## src/logic/ccp_pkg.sv

```systemverilog
// What this block does
// - interrupt pin active while enabled source pending, in serial port mode only
// - software picks interrupt pin polarity
// - interrupt pin active low after reset
// - reset pin low holds device in reset
// - chip select high: control traffic ignored
// - relay output switches only on ring sync in external ringing
package ccp_pkg;

  // number of interrupt sources, one bit each in the mask
  localparam int CCP_NUM_IRQ = 8;

  // reset values of the control state
  localparam logic CCP_POL_RESET = 1'b0;  // 0 = active low
  localparam logic [7:0] CCP_MASK_RESET = 8'h00;
  localparam logic [7:0] CCP_PEND_RESET = 8'h00;
  localparam logic CCP_RING_RESET = 1'b0;
  localparam logic CCP_RELAY_RESET = 1'b0;
  localparam logic CCP_SYNC_RESET = 1'b0;

  // position of single-bit settings in the command data byte
  localparam int CCP_POL_BIT = 0;
  localparam int CCP_RING_BIT = 0;
  localparam int CCP_RELAY_BIT = 0;

  typedef enum logic [2:0] {
    CCP_OP_NOP,
    CCP_OP_SET_POL,
    CCP_OP_SET_MASK,
    CCP_OP_CLR_PEND,
    CCP_OP_SET_RING,
    CCP_OP_SET_RELAY
  } ccp_op_t;

  typedef struct packed {
    ccp_op_t op;
    logic [7:0] data;
  } ccp_cmd_t;

  typedef struct packed {
    logic [7:0] pending;
    logic [7:0] mask;
    logic pol_high;
    logic ext_ring;
    logic relay_req;
  } ccp_status_t;

endpackage

```

## src/logic/ccp_ring_sync.sv

```systemverilog
`timescale 1ns/1ps
module ccp_ring_sync
(
  input wire logic i_clock,
  input wire logic i_rst,
  input wire logic i_async,
  output logic o_level,
  output logic o_rise
);
  import ccp_pkg::*;

  logic meta_q, meta_d;
  logic sync_q, sync_d;
  logic last_q, last_d;

  // first stage feeds only the second stage
  always_comb
  begin
    meta_d = i_async;
    sync_d = meta_q;
    last_d = sync_q;
  end

  always_ff @(posedge i_clock)
  begin
    if (i_rst)
    begin
      meta_q <= CCP_SYNC_RESET;
      sync_q <= CCP_SYNC_RESET;
      last_q <= CCP_SYNC_RESET;
    end
    else
    begin
      meta_q <= meta_d;
      sync_q <= sync_d;
      last_q <= last_d;
    end
  end

  // edge taken from settled stages only
  assign o_level = sync_q;
  assign o_rise = sync_q & ~last_q;

  a_sync_two_stage: assert property (
    @(posedge i_clock) disable iff (i_rst)
    (!$past(i_rst) && !$past(i_rst, 2)) |-> o_level == $past(i_async, 2))
    else $error("ring sync level not two cycles behind input");

endmodule

```

## src/logic/ccp_control_pins.sv

```systemverilog
`timescale 1ns/1ps
module ccp_control_pins
(
  input wire logic i_clock,
  input wire logic i_rst,
  input wire logic i_reset_n,
  input wire logic i_host_serial_port_mode,
  input wire logic i_cs_n,
  input wire logic i_cmd_valid,
  input ccp_pkg::ccp_cmd_t i_cmd,
  input wire logic [ccp_pkg::CCP_NUM_IRQ-1:0] i_irq_event,
  input wire logic i_ring_sync_in,
  output logic o_cmd_ready,
  output logic o_int_pin,
  output logic o_relay_io_one,
  output ccp_pkg::ccp_status_t o_status
);
  import ccp_pkg::*;

  logic dev_rst;
  logic cmd_take;
  logic ring_level;
  logic ring_rise;
  logic irq_any;

  logic pol_q, pol_d;
  logic [CCP_NUM_IRQ-1:0] mask_q, mask_d;
  logic [CCP_NUM_IRQ-1:0] pend_q, pend_d;
  logic ring_q, ring_d;
  logic req_q, req_d;
  logic relay_q, relay_d;
  logic int_q, int_d;

  // chip reset pin is active low and sampled on the master clock
  assign dev_rst = i_rst | ~i_reset_n;

  // commands only while selected and in serial port mode
  assign o_cmd_ready = ~i_cs_n & i_host_serial_port_mode & ~dev_rst;
  assign cmd_take = i_cmd_valid & o_cmd_ready;

  // ring sync is an outside level, so resynchronise before use
  ccp_ring_sync u_ring_sync
  (
    .i_clock(i_clock),
    .i_rst(dev_rst),
    .i_async(i_ring_sync_in),
    .o_level(ring_level),
    .o_rise(ring_rise)
  );

  // settings written by the host
  always_comb
  begin
    pol_d = pol_q;
    mask_d = mask_q;
    ring_d = ring_q;
    req_d = req_q;
    if (cmd_take)
    begin
      case (i_cmd.op)
        CCP_OP_SET_POL: pol_d = i_cmd.data[CCP_POL_BIT];
        CCP_OP_SET_MASK: mask_d = i_cmd.data[CCP_NUM_IRQ-1:0];
        CCP_OP_SET_RING: ring_d = i_cmd.data[CCP_RING_BIT];
        CCP_OP_SET_RELAY: req_d = i_cmd.data[CCP_RELAY_BIT];
        default: pol_d = pol_q;
      endcase
    end
  end

  always_ff @(posedge i_clock)
  begin
    if (dev_rst)
    begin
      pol_q <= CCP_POL_RESET;
      mask_q <= CCP_MASK_RESET;
      ring_q <= CCP_RING_RESET;
      req_q <= CCP_RELAY_RESET;
    end
    else
    begin
      pol_q <= pol_d;
      mask_q <= mask_d;
      ring_q <= ring_d;
      req_q <= req_d;
    end
  end

  // sticky pending bits; a new event beats a clear in the same cycle
  always_comb
  begin
    pend_d = pend_q;
    if (cmd_take && i_cmd.op == CCP_OP_CLR_PEND)
    begin
      pend_d = pend_q & ~i_cmd.data[CCP_NUM_IRQ-1:0];
    end
    pend_d = pend_d | i_irq_event;
  end

  always_ff @(posedge i_clock)
  begin
    if (dev_rst)
    begin
      pend_q <= CCP_PEND_RESET;
    end
    else
    begin
      pend_q <= pend_d;
    end
  end

  // interrupt pin level: active level is the polarity bit itself
  assign irq_any = i_host_serial_port_mode & (|(pend_q & mask_q));
  always_comb
  begin
    int_d = irq_any ? pol_q : ~pol_q;
  end

  always_ff @(posedge i_clock)
  begin
    if (dev_rst)
    begin
      int_q <= ~CCP_POL_RESET;  // inactive for active low
    end
    else
    begin
      int_q <= int_d;
    end
  end

  // relay moves only on a ring sync rising edge in external ringing,
  // so the contact never breaks mid-burst
  always_comb
  begin
    relay_d = relay_q;
    if (!ring_q)
    begin
      relay_d = req_q;
    end
    else if (ring_rise)
    begin
      relay_d = req_q;
    end
  end

  always_ff @(posedge i_clock)
  begin
    if (dev_rst)
    begin
      relay_q <= CCP_RELAY_RESET;
    end
    else
    begin
      relay_q <= relay_d;
    end
  end

  // pins and status straight from flops, no glitches toward the board
  assign o_int_pin = int_q;
  assign o_relay_io_one = relay_q;
  assign o_status = '{pending: pend_q, mask: mask_q, pol_high: pol_q,
                      ext_ring: ring_q, relay_req: req_q};

  // checks except the two reset ones stay off through either reset, state is forced there
  a_int_follows_pending: assert property (
    @(posedge i_clock) disable iff (dev_rst)
    irq_any |=> o_int_pin == $past(pol_q))
    else $error("interrupt pin not active while source pending");

  a_int_idle_level: assert property (
    @(posedge i_clock) disable iff (dev_rst)
    !irq_any |=> o_int_pin != $past(pol_q))
    else $error("interrupt pin active with nothing pending");

  a_int_reset_low: assert property (
    @(posedge i_clock) disable iff (i_rst)
    $past(dev_rst) |-> (!pol_q && o_int_pin))
    else $error("interrupt pin not active low after reset");

  a_reset_pin_clears: assert property (
    @(posedge i_clock) disable iff (i_rst)
    $past(!i_reset_n) |-> (pend_q == CCP_PEND_RESET && !relay_q
                           && mask_q == CCP_MASK_RESET))
    else $error("state not reset while reset pin low");

  a_cs_blocks_cmd: assert property (
    @(posedge i_clock) disable iff (dev_rst)
    (i_cs_n && i_cmd_valid) |=> ($stable(pol_q) && $stable(mask_q)
                                 && $stable(ring_q) && $stable(req_q)))
    else $error("command taken while chip select high");

  a_relay_holds: assert property (
    @(posedge i_clock) disable iff (dev_rst)
    (ring_q && !ring_rise) |=> $stable(o_relay_io_one))
    else $error("relay switched without ring sync edge");

  a_relay_on_edge: assert property (
    @(posedge i_clock) disable iff (dev_rst)
    (ring_q && ring_rise) |=> o_relay_io_one == $past(req_q))
    else $error("relay did not follow request at ring sync edge");

  a_event_beats_clear: assert property (
    @(posedge i_clock) disable iff (dev_rst)
    (|i_irq_event) |=> (pend_q & $past(i_irq_event)) == $past(i_irq_event))
    else $error("pending bit lost to a clear in the same cycle");

  a_clear_drops_pend: assert property (
    @(posedge i_clock) disable iff (dev_rst)
    (cmd_take && i_cmd.op == CCP_OP_CLR_PEND && !(|i_irq_event))
    |=> (pend_q & $past(i_cmd.data)) == '0)
    else $error("pending bit survived its clear");

  a_mode_low_idle: assert property (
    @(posedge i_clock) disable iff (dev_rst)
    !i_host_serial_port_mode |=> o_int_pin != $past(pol_q))
    else $error("interrupt pin active outside serial port mode");

  a_ring_rise_edge: assert property (
    @(posedge i_clock) disable iff (dev_rst)
    ring_rise == (ring_level && !$past(ring_level)))
    else $error("ring sync edge not taken from synchronised level");

  a_relay_direct: assert property (
    @(posedge i_clock) disable iff (dev_rst)
    !ring_q |=> o_relay_io_one == $past(req_q))
    else $error("relay did not follow request in internal ringing");

endmodule

```

## config.mk

```make
export PLATFORM = sky130hd
export DESIGN_NAME = ccp_control_pins
export DESIGN_NICKNAME = d
export VERILOG_FILES = /design/src/logic/ccp_pkg.sv /design/src/logic/ccp_ring_sync.sv /design/src/logic/ccp_control_pins.sv
export SDC_FILE = /design/constraint.sdc
export NUM_CORES = 1
export LEC_CHECK = 0
export BUFFER_PORTS_ARGS = -buffer_cell sky130_fd_sc_hd__buf_2
export CORE_MARGIN = 1.5
export CORE_UTILIZATION = 43
export CTS_BUF_LIST = sky130_fd_sc_hd__clkbuf_4
export DETAILED_ROUTE_END_ITERATION = 7
export GPL_TIMING_DRIVEN = 0
export PLACE_DENSITY = 0.88
export SLEW_MARGIN = 20
export SYNTH_ARGS = -nofsm -noshare
export SYNTH_HDL_FRONTEND = slang
export SYNTH_SLANG_ARGS = --single-unit
```

## constraint.sdc

```tcl
create_clock -name i_clock -period 1.09 [get_ports i_clock]
set_input_delay 0.218 -clock i_clock [delete_from_list [all_inputs] [get_ports i_clock]]
set_output_delay 0.218 -clock i_clock [all_outputs]
set_load 0.05 [all_outputs]
```

-- Word level (Yosys, flattened, before mapping)
Cells that the tools add are included.
- register bits after elaboration: 24
- bits in latches: 0
- memory bits (writable): 0
- memory bits (read-only): 0
- bits of input ports: 26
- logic and storage cells: 41
- memories kept: 0
- $add $sub $neg: 0
- multiply operators: 0
- divide/modulo/power cells: 0
- order comparisons: 0
- equality and inequality tests: 6
- shifts and indexed selects: 0
- muxes and demuxes: 4
- bitwise operators: 15
- reduce and logical (&&, ||, !) cells: 6
- operators with widths (kind ; number):
    8-bit AND ; 2
    8-bit two-way mux ; 1
    8-bit NOT ; 1
    8-bit OR ; 1
    2-bit AND reduction ; 4
    8-bit OR reduction ; 1
    3-bit by 2-bit equality test with 1-bit output (second input constant) ; 2
    3-bit equality test (second input constant) ; 2
    1-bit AND ; 5
    1-bit NOT ; 5
    3-bit by 1-bit equality test with 1-bit output (second input constant) ; 1
    1-bit two-way mux ; 3
    2-bit inequality test (second input constant) ; 1
    1-bit logical AND ; 1
    1-bit OR ; 1

-- Logic depth before layout (Yosys ltp)
Gate-level depths: netlist (run 1).
- depth after elaboration: 8
- depth in mapped cells: 5

-- Modules after synthesis
Synthesis (run 1) repeated with hierarchy kept, for this count alone.
- cell total of the unflattened synthesis: 115
- area, all modules: 1046.0 sq um
- by module, submodules not included (module ; instances ; cells an instance ; area an instance (sq um) ; seq. area each (sq um)):
    ccp_control_pins ; 1 ; 108 ; 958.4 ; 420.4
    ccp_ring_sync ; 1 ; 7 ; 87.6 ; 60.1

-- Least setup slack after synthesis (run 1)
No wires, ideal clock.
- kind: reg-to-reg
- from: register mask_q[2]
- to: register int_q, in the netlist o_int_pin
- data arrival time: 1.230 ns
- slack: -0.212 ns
- stages on the path, launching flop included: 4
- path buffers: 0
- clock period less this slack: 1.302 ns
- path through: dfxtp_1 a22oi_1 a41oi_1 mux2i_1
- cells in the longest elaborated chain, start to end: 4
- ends and longest elaborated chain (element ; RTL line ; RTL):
    start, declared ; ccp_control_pins.sv:27 ; logic [CCP_NUM_IRQ-1:0] mask_q, mask_d;
    start signal, assigned ; ccp_control_pins.sv:82 ; mask_q <= mask_d;
    8-bit AND ; ccp_control_pins.sv:112 ; assign irq_any = i_host_serial_port_mode & (|(pend_q & mask_q));
    8-bit OR reduction ; ccp_control_pins.sv:112 ;
    1-bit AND ; ccp_control_pins.sv:112 ;
    1-bit two-way mux ; ccp_control_pins.sv:115 ; int_d = irq_any ? pol_q : ~pol_q;
    end signal, assigned ; ccp_control_pins.sv:122 ; int_q <= ~CCP_POL_RESET;
    end signal, assigned ; ccp_control_pins.sv:126 ; int_q <= int_d;
    end, declared ; ccp_control_pins.sv:32 ; logic int_q, int_d;
No other way between the ends.
A chain may end at the register's enable or synchronous reset.

-- Worst setup path after layout (run 1)
- from: input port i_rst
- to: output port o_cmd_ready
- cells in the longest elaborated chain, start to end: 3
- ends and longest elaborated chain (element ; RTL line ; RTL):
    start, declared ; ccp_control_pins.sv:5 ; input wire logic i_rst,
    1-bit OR ; ccp_control_pins.sv:35 ; assign dev_rst = i_rst | ~i_reset_n;
    1-bit NOT ; ccp_control_pins.sv:38 ; assign o_cmd_ready = ~i_cs_n & i_host_serial_port_mode & ~dev_rst;
    1-bit AND ; ccp_control_pins.sv:38 ;
    end, declared ; ccp_control_pins.sv:13 ; output logic o_cmd_ready,
No other way between the ends.

==> results.json, run 1 <==
{
  "synth.net_count": 148,
  "die_area_mm2": 0.00287,
  "antenna_found_initial": 0,
  "syn_inst": 122,
  "dieHeight_um": 53.6,
  "core_area_mm2": 0.00245,
  "fin_skew_ps": 12.3,
  "cts_hold_buf": 0,
  "rows": 18,
  "hpwlAfterDp_um": 2160,
  "grt_pass1_vias": 1073,
  "power.density_mw_per_mm2": 1050,
  "rsz0062_at_grt": "true",
  "nets": 209,
  "slew_headroom_pct": 67.0,
  "drv_cap": 0,
  "required_ps": 870,
  "cts_buffers": 3,
  "final_util_pct": 70.9,
  "slew_viol_final": 0,
  "clkPwrFrac_pct": 35.0,
  "grt_overflow": 0,
  "clk_path_buf_depth": 2,
  "peakVddDrop_mv": 0.583,
  "htreeDepth": 1,
  "grt_pass1_wl_um": 4840,
  "hold_violations": 0,
  "wl_um": 3290,
  "cell_internal_pwr_mw": 1.37,
  "final-setup-viol-count": 0,
  "start_util_pct": 44.9,
  "sequentialPowerShare_pct": 49.6,
  "worst_pin_slew_ps": 496,
  "hp-class": "input port to flip-flop",
  "diodes": 0,
  "min_path_cells": 2,
  "start_kind": "input port",
  "timing_worst_setup_path_type": "input port to primary output",
  "clk_latency_ps": 310,
  "dr.first_iter.drc_count": 18,
  "via_per_inst": 5.54,
  "worstPathArrival_ps": 870,
  "drive_above_1_share_pct": 52.7,
  "io_buffers": 47,
  "die_w_um": 53.6,
  "clk_pin_slew_ps": 140,
  "ys_seq_area_share_pct": 43.6,
  "min_period_ps": 1090,
  "drt-pass1-iter-count": 4,
  "fin_crit_sh_pct": 99.9,
  "p_leak_nw": 0.731,
  "cts_tree": "done",
  "r2r_cells": 3,
  "drc": 0,
  "antenna_left": 0,
  "cp_max_fo": 3,
  "grt_max_degree": 15,
  "gp_congestion": 0.816,
  "avgRoutedWirePerCell_um": 15.5,
  "max_freq_ghz": 0.919,
  "vias": 1175,
  "status": "complete, no violations",
  "cts_sinks": 24,
  "yosysWarningCount": 0,
  "p_comb_share_pct": 15.3,
  "netlist_area_mm2": 0.00110,
  "syn_avg_cell_area_um2": 9.03,
  "grt_usage_pct": 23.3,
  "synth_seq_cells": 24,
  "io_pins": 48,
  "switchingPower_mw": 0.450,
  "cts-root-buf": "clkbuf_4",
  "p_total_mw": 1.82,
  "area_delta_synth_final_pct": 58.1,
  "critPathCaptureType": "primary output",
  "p_sw_share_pct": 24.8,
  "synth_cell_types": 30
}
[worst max-delay path: stages]
cell and delay, ps:
buf_6 90, nand4bb_4 220, buf_6 150, inv_8 50
buf_8 130
[synth_stat cells]
master | instances | share of area, %
buf_6 | 1 | 1.0
buf_4 | 3 | 2.0
nand4b_1 | 1 | 0.80
and2_1 | 3 | 1.7
o21ai_0 | 9 | 4.1
nor2_1 | 2 | 0.68
a22oi_1 | 4 | 2.7
o41ai_2 | 1 | 1.5
nand4bb_4 | 1 | 2.5
o211ai_1 | 1 | 0.68
a41oi_1 | 1 | 0.80
mux2i_1 | 3 | 2.7
nand2_1 | 4 | 1.4
nand4_1 | 8 | 4.5
clkbuf_1 | 1 | 0.34
nor3_1 | 2 | 0.91
buf_2 | 2 | 0.91
and3b_1 | 1 | 0.80
inv_1 | 11 | 3.8
a21oi_1 | 10 | 4.5
nor3_4 | 1 | 1.5
inv_2 | 1 | 0.34
and2b_1 | 1 | 0.68
clkbuf_2 | 3 | 1.4
or2b_1 | 1 | 0.68
nand2b_1 | 3 | 1.7
nor2b_1 | 3 | 1.7
o31ai_1 | 8 | 5.5
dfxtp_1 | 24 | 44
a31oi_1 | 8 | 4.5
[logic make-up (layout without fill, tap and decap cells)]
kind of cell	Yosys count	count (layout)	share of synthesized area, %
AND/OR/NAND/NOR	31	31	19.5
multiplexers	3	3	2.73
buffers and inverters	22	82	9.77
flip-flops	24	24	43.6
AO/OA/AOI/OAI	42	42	24.3
[cell usage in the layout (no fill, tap or decap), types with 2 or more instances in the layout]
| cell type | instances |
|---|---|
| nor2b_1 | 3 |
| nand2_1 | 4 |
| nor3_1 | 2 |
| and2_1 | 3 |
| mux2i_1 | 3 |
| dfxtp_1 | 4 |
| buf_6 | 17 |
| buf_2 | 26 |
| o21ai_0 | 9 |
| inv_1 | 11 |
| nand4_1 | 8 |
| dfxtp_4 | 5 |
| buf_8 | 8 |
| nand2b_1 | 3 |
| clkbuf_4 | 3 |
| a21oi_1 | 10 |
| a31oi_1 | 8 |
| clkbuf_2 | 3 |
| dfxtp_2 | 15 |
| nor2_1 | 2 |
| o31ai_1 | 5 |
| a22oi_1 | 4 |
| o31ai_2 | 2 |
| buf_4 | 11 |
[sequential cells by signal (all words and copies together), names as in the netlist]
name and count:
u_ring_sync.o_level 1, o_relay_io_one 1, pol_q 1, mask_q 8
pend_q 8, req_q 1, u_ring_sync.meta_q 1, u_ring_sync.last_q 1
ring_q 1, o_int_pin 1
[final timing paths]
kind | start | to | slack [ps]
worst min register to register | u_ring_sync.meta_q$_SDFF_PP0_ | u_ring_sync.o_level$_SDFF_PP0_ | 450
worst max-delay path | i_rst | o_cmd_ready | 2
worst min-delay path | i_cmd[7] | pend_q[7]$_SDFF_PP0_ | 70
worst max register to register | pend_q[1]$_SDFF_PP0_ | o_int_pin$_SDFF_PP1_ | 50
[final cells by class]
| type | instances | area, µm² |
|---|---|---|
| timing repair buffer | 59 | 503 |
| sequential | 24 | 518 |
| tap | 30 | 37.5 |
| fill | 170 | 714 |
| buffer | 7 | 40.0 |
| clock buffer | 3 | 22.5 |
| inverter | 12 | 52.6 |
| clock inverter | 1 | 30.0 |
| multi-input combinational | 76 | 537 |
[through the flow]
stage	cells	hold slack [ps]	TNS [ps]	instance area, µm²	setup slack [ps]
floorplan	122	311	-117	1120	-108
global placement	199	415	-2820	1400	-238
detailed placement	199	422	-3400	1400	-246
CTS	209	77.0	0	1650	0.692
global route	212	71.5	-193	1740	-39.3
finish	212	71.8	0	1740	1.54
[layer usage]
layer,global-route usage [%],wire length [µm],vias to the layer above
met4,5.13,38,0
met3,3.06,223,4
li1,-,-,564
met2,40.5,1560,50
met1,30.6,1470,557
met5,0,0,-
[power by group through the flow]
stage	clock (mW)	combinational, mW	sequential, mW
3_3_place_gp	0	0.227	0.926
2_1_floorplan	0	0.0853	0.976
6_report	0.637	0.279	0.903
3_5_place_dp	0	0.233	0.927
5_1_grt	0.677	0.297	0.905
4_1_cts	0.643	0.263	0.911
[timing repair]
action                                  4_1_cts  5_1_grt
endpoints found under the setup margin       22       19
pin swaps                                     1        1
resized for setup                            51       18
setup buffers                                 9        3
Power figures use the tool's default switching activity.
==> inputs of run 2 (changes only) <==
--- a/config.mk
+++ b/config.mk
@@ -11,7 +11,7 @@
 export CTS_BUF_LIST = sky130_fd_sc_hd__clkbuf_4
 export DETAILED_ROUTE_END_ITERATION = 7
 export GPL_TIMING_DRIVEN = 0
-export PLACE_DENSITY = 0.88
+export PLACE_DENSITY_LB_ADDON = 0.25
 export SLEW_MARGIN = 20
 export SYNTH_ARGS = -nofsm -noshare
 export SYNTH_HDL_FRONTEND = slang
==> results.json, run 2 (synthesized netlist as in run 1, its figures left out) <==
{
  "worst_pin_slew_ps": 509,
  "p_leak_nw": 0.712,
  "timing_worst_setup_path_type": "input port to flip-flop",
  "power.density_mw_per_mm2": 919,
  "critPathCaptureType": "flip-flop",
  "vias": 1204,
  "r2r_cells": 3,
  "layout_commonest_cell": "buf_2",
  "grt_pass1_vias": 1171,
  "rows": 18,
  "via_per_inst": 5.79,
  "cp_max_fo": 9,
  "max_freq_ghz": 0.917,
  "critPathMaxStageDelay_ps": 290,
  "endpoint": "mask_q[7]$_SDFFE_PP0P_",
  "dr.first_iter.drc_count": 28,
  "slew_viol_final": 0,
  "regArea_um2": 515,
  "antenna_left": 0,
  "die_area_mm2": 0.00287,
  "dieHeight_um": 53.6,
  "pre_cts_ws_ps": -255,
  "core_area_mm2": 0.00245,
  "stdcell_count": 208,
  "required_ps": 1270,
  "min_period_ps": 1090,
  "clk_pin_slew_ps": 120,
  "fin_skew_ps": 4.02,
  "cts_tree": "done",
  "start_kind": "input port",
  "rsz0062_at_grt": "true",
  "worstPathArrival_ps": 1280,
  "final_util_pct": 69.4,
  "fin_crit_sh_pct": 100,
  "grt_overflow": 0,
  "drc": 0,
  "cts_buffers": 3,
  "peakVddDrop_mv": 0.778,
  "regToRegEndpoint": "o_int_pin$_SDFF_PP1_",
  "start_util_pct": 44.9,
  "crit_slowest_cell": "o31ai_1",
  "whs_ps": 77.4,
  "clk_latency_ps": 310,
  "grt_max_degree": 13,
  "crit_family": "buffers and inverters",
  "r2r-start": "pend_q[1]$_SDFF_PP0_",
  "hold_violations": 0,
  "hp-class": "input port to flip-flop",
  "place_area_mm2": 0.00140,
  "io_pins": 48,
  "mostFrequentLayoutCells": "25 x buf_2, 17 x buf_8, 16 x dfxtp_2",
  "startpoint": "i_cs_n",
  "drv_cap": 0,
  "slew_headroom_pct": 66.0,
  "status": "complete, but fails checks",
  "hpwlAfterDp_um": 2170,
  "grt_usage_pct": 24.2,
  "cts-root-buf": "clkbuf_4",
  "diodes": 0,
  "antenna_found_initial": 0,
  "worst-path-stages": 6,
  "dp_cells": 199,
  "die_w_um": 53.6,
  "final-setup-viol-count": 1,
  "grt_pass1_wl_um": 4960,
  "fin_area_mm2": 0.00170,
  "io_buffers": 47,
  "avgRoutedWirePerCell_um": 16.1,
  "p_total_mw": 1.57,
  "worst-r2r-setup-slack_ps": 90,
  "htreeDepth": 1,
  "fillers": 196,
  "nets": 206,
  "drive_above_1_share_pct": 50.6,
  "drt-pass1-iter-count": 6,
  "multi_input_area_um2": 518,
  "fin_ws_ps": -0.567,
  "finalSetupTns_ps": -0.567,
  "clk_path_buf_depth": 2,
  "wl_um": 3360,
  "crit_chain": "buf_6, nand4bb_4, buf_8, buf_4, o31ai_1, a21oi_1",
  "path_buf_inv": 3,
  "area_delta_synth_final_pct": 54.7,
  "reg_top3": "mask_q: 8 flops, pend_q: 8 flops",
  "cts_sinks": 24,
  "gp_congestion": 0.780,
  "violations": "negative setup slack"
}
## run 2: power by group
group	internal, mW	switching (mW)
logic	0.115	0.164
clock network	0.129	0.250
registers	0.889	0.0168
total	1.13	0.431
## run 2: timing repair
item,in CTS,in global routing
hold buffers,0,0
pin swaps,1,1
endpoints found under the setup margin,22,21
setup buffers,6,3
gates resized for setup,45,29
## run 2: worst min-delay path by stage
stage	start	to	slack (ps)	depth (start not counted)
floorplan	i_cmd[0]	pend_q[0]$_SDFF_PP0_	310	1
global placement	i_cmd[6]	pend_q[6]$_SDFF_PP0_	410	2
detailed placement	i_cmd[6]	pend_q[6]$_SDFF_PP0_	410	2
CTS	i_cmd[6]	pend_q[6]$_SDFF_PP0_	70	2
global route	i_cmd[5]	pend_q[5]$_SDFF_PP0_	60	2
finish	i_cmd[6]	pend_q[6]$_SDFF_PP0_	80	2
## run 2: layout make-up
class | instances | area share (%)
inverters | 12 | 3.09
repair buffers | 56 | 30.1
flip-flops and latches | 24 | 30.3
multi-input cells | 76 | 30.4
clock buffers | 3 | 1.32
well taps | 30 | 2.20
plain buffers | 7 | 2.57
## run 2: per-layer routing
layer	routed length, µm	vias to the layer above	track usage [%]
li1	-	555	-
met1	1360	563	29.3
met2	1670	73	40.9
met3	239	13	2.78
met4	92	0	14.5
met5	0	-	0
## run 2: worst reg2reg max path, stage by stage, from the launching register on
cell and delay, ps:
dfxtp_4 380, a22oi_1 210, a41oi_1 160, mux2i_1 140
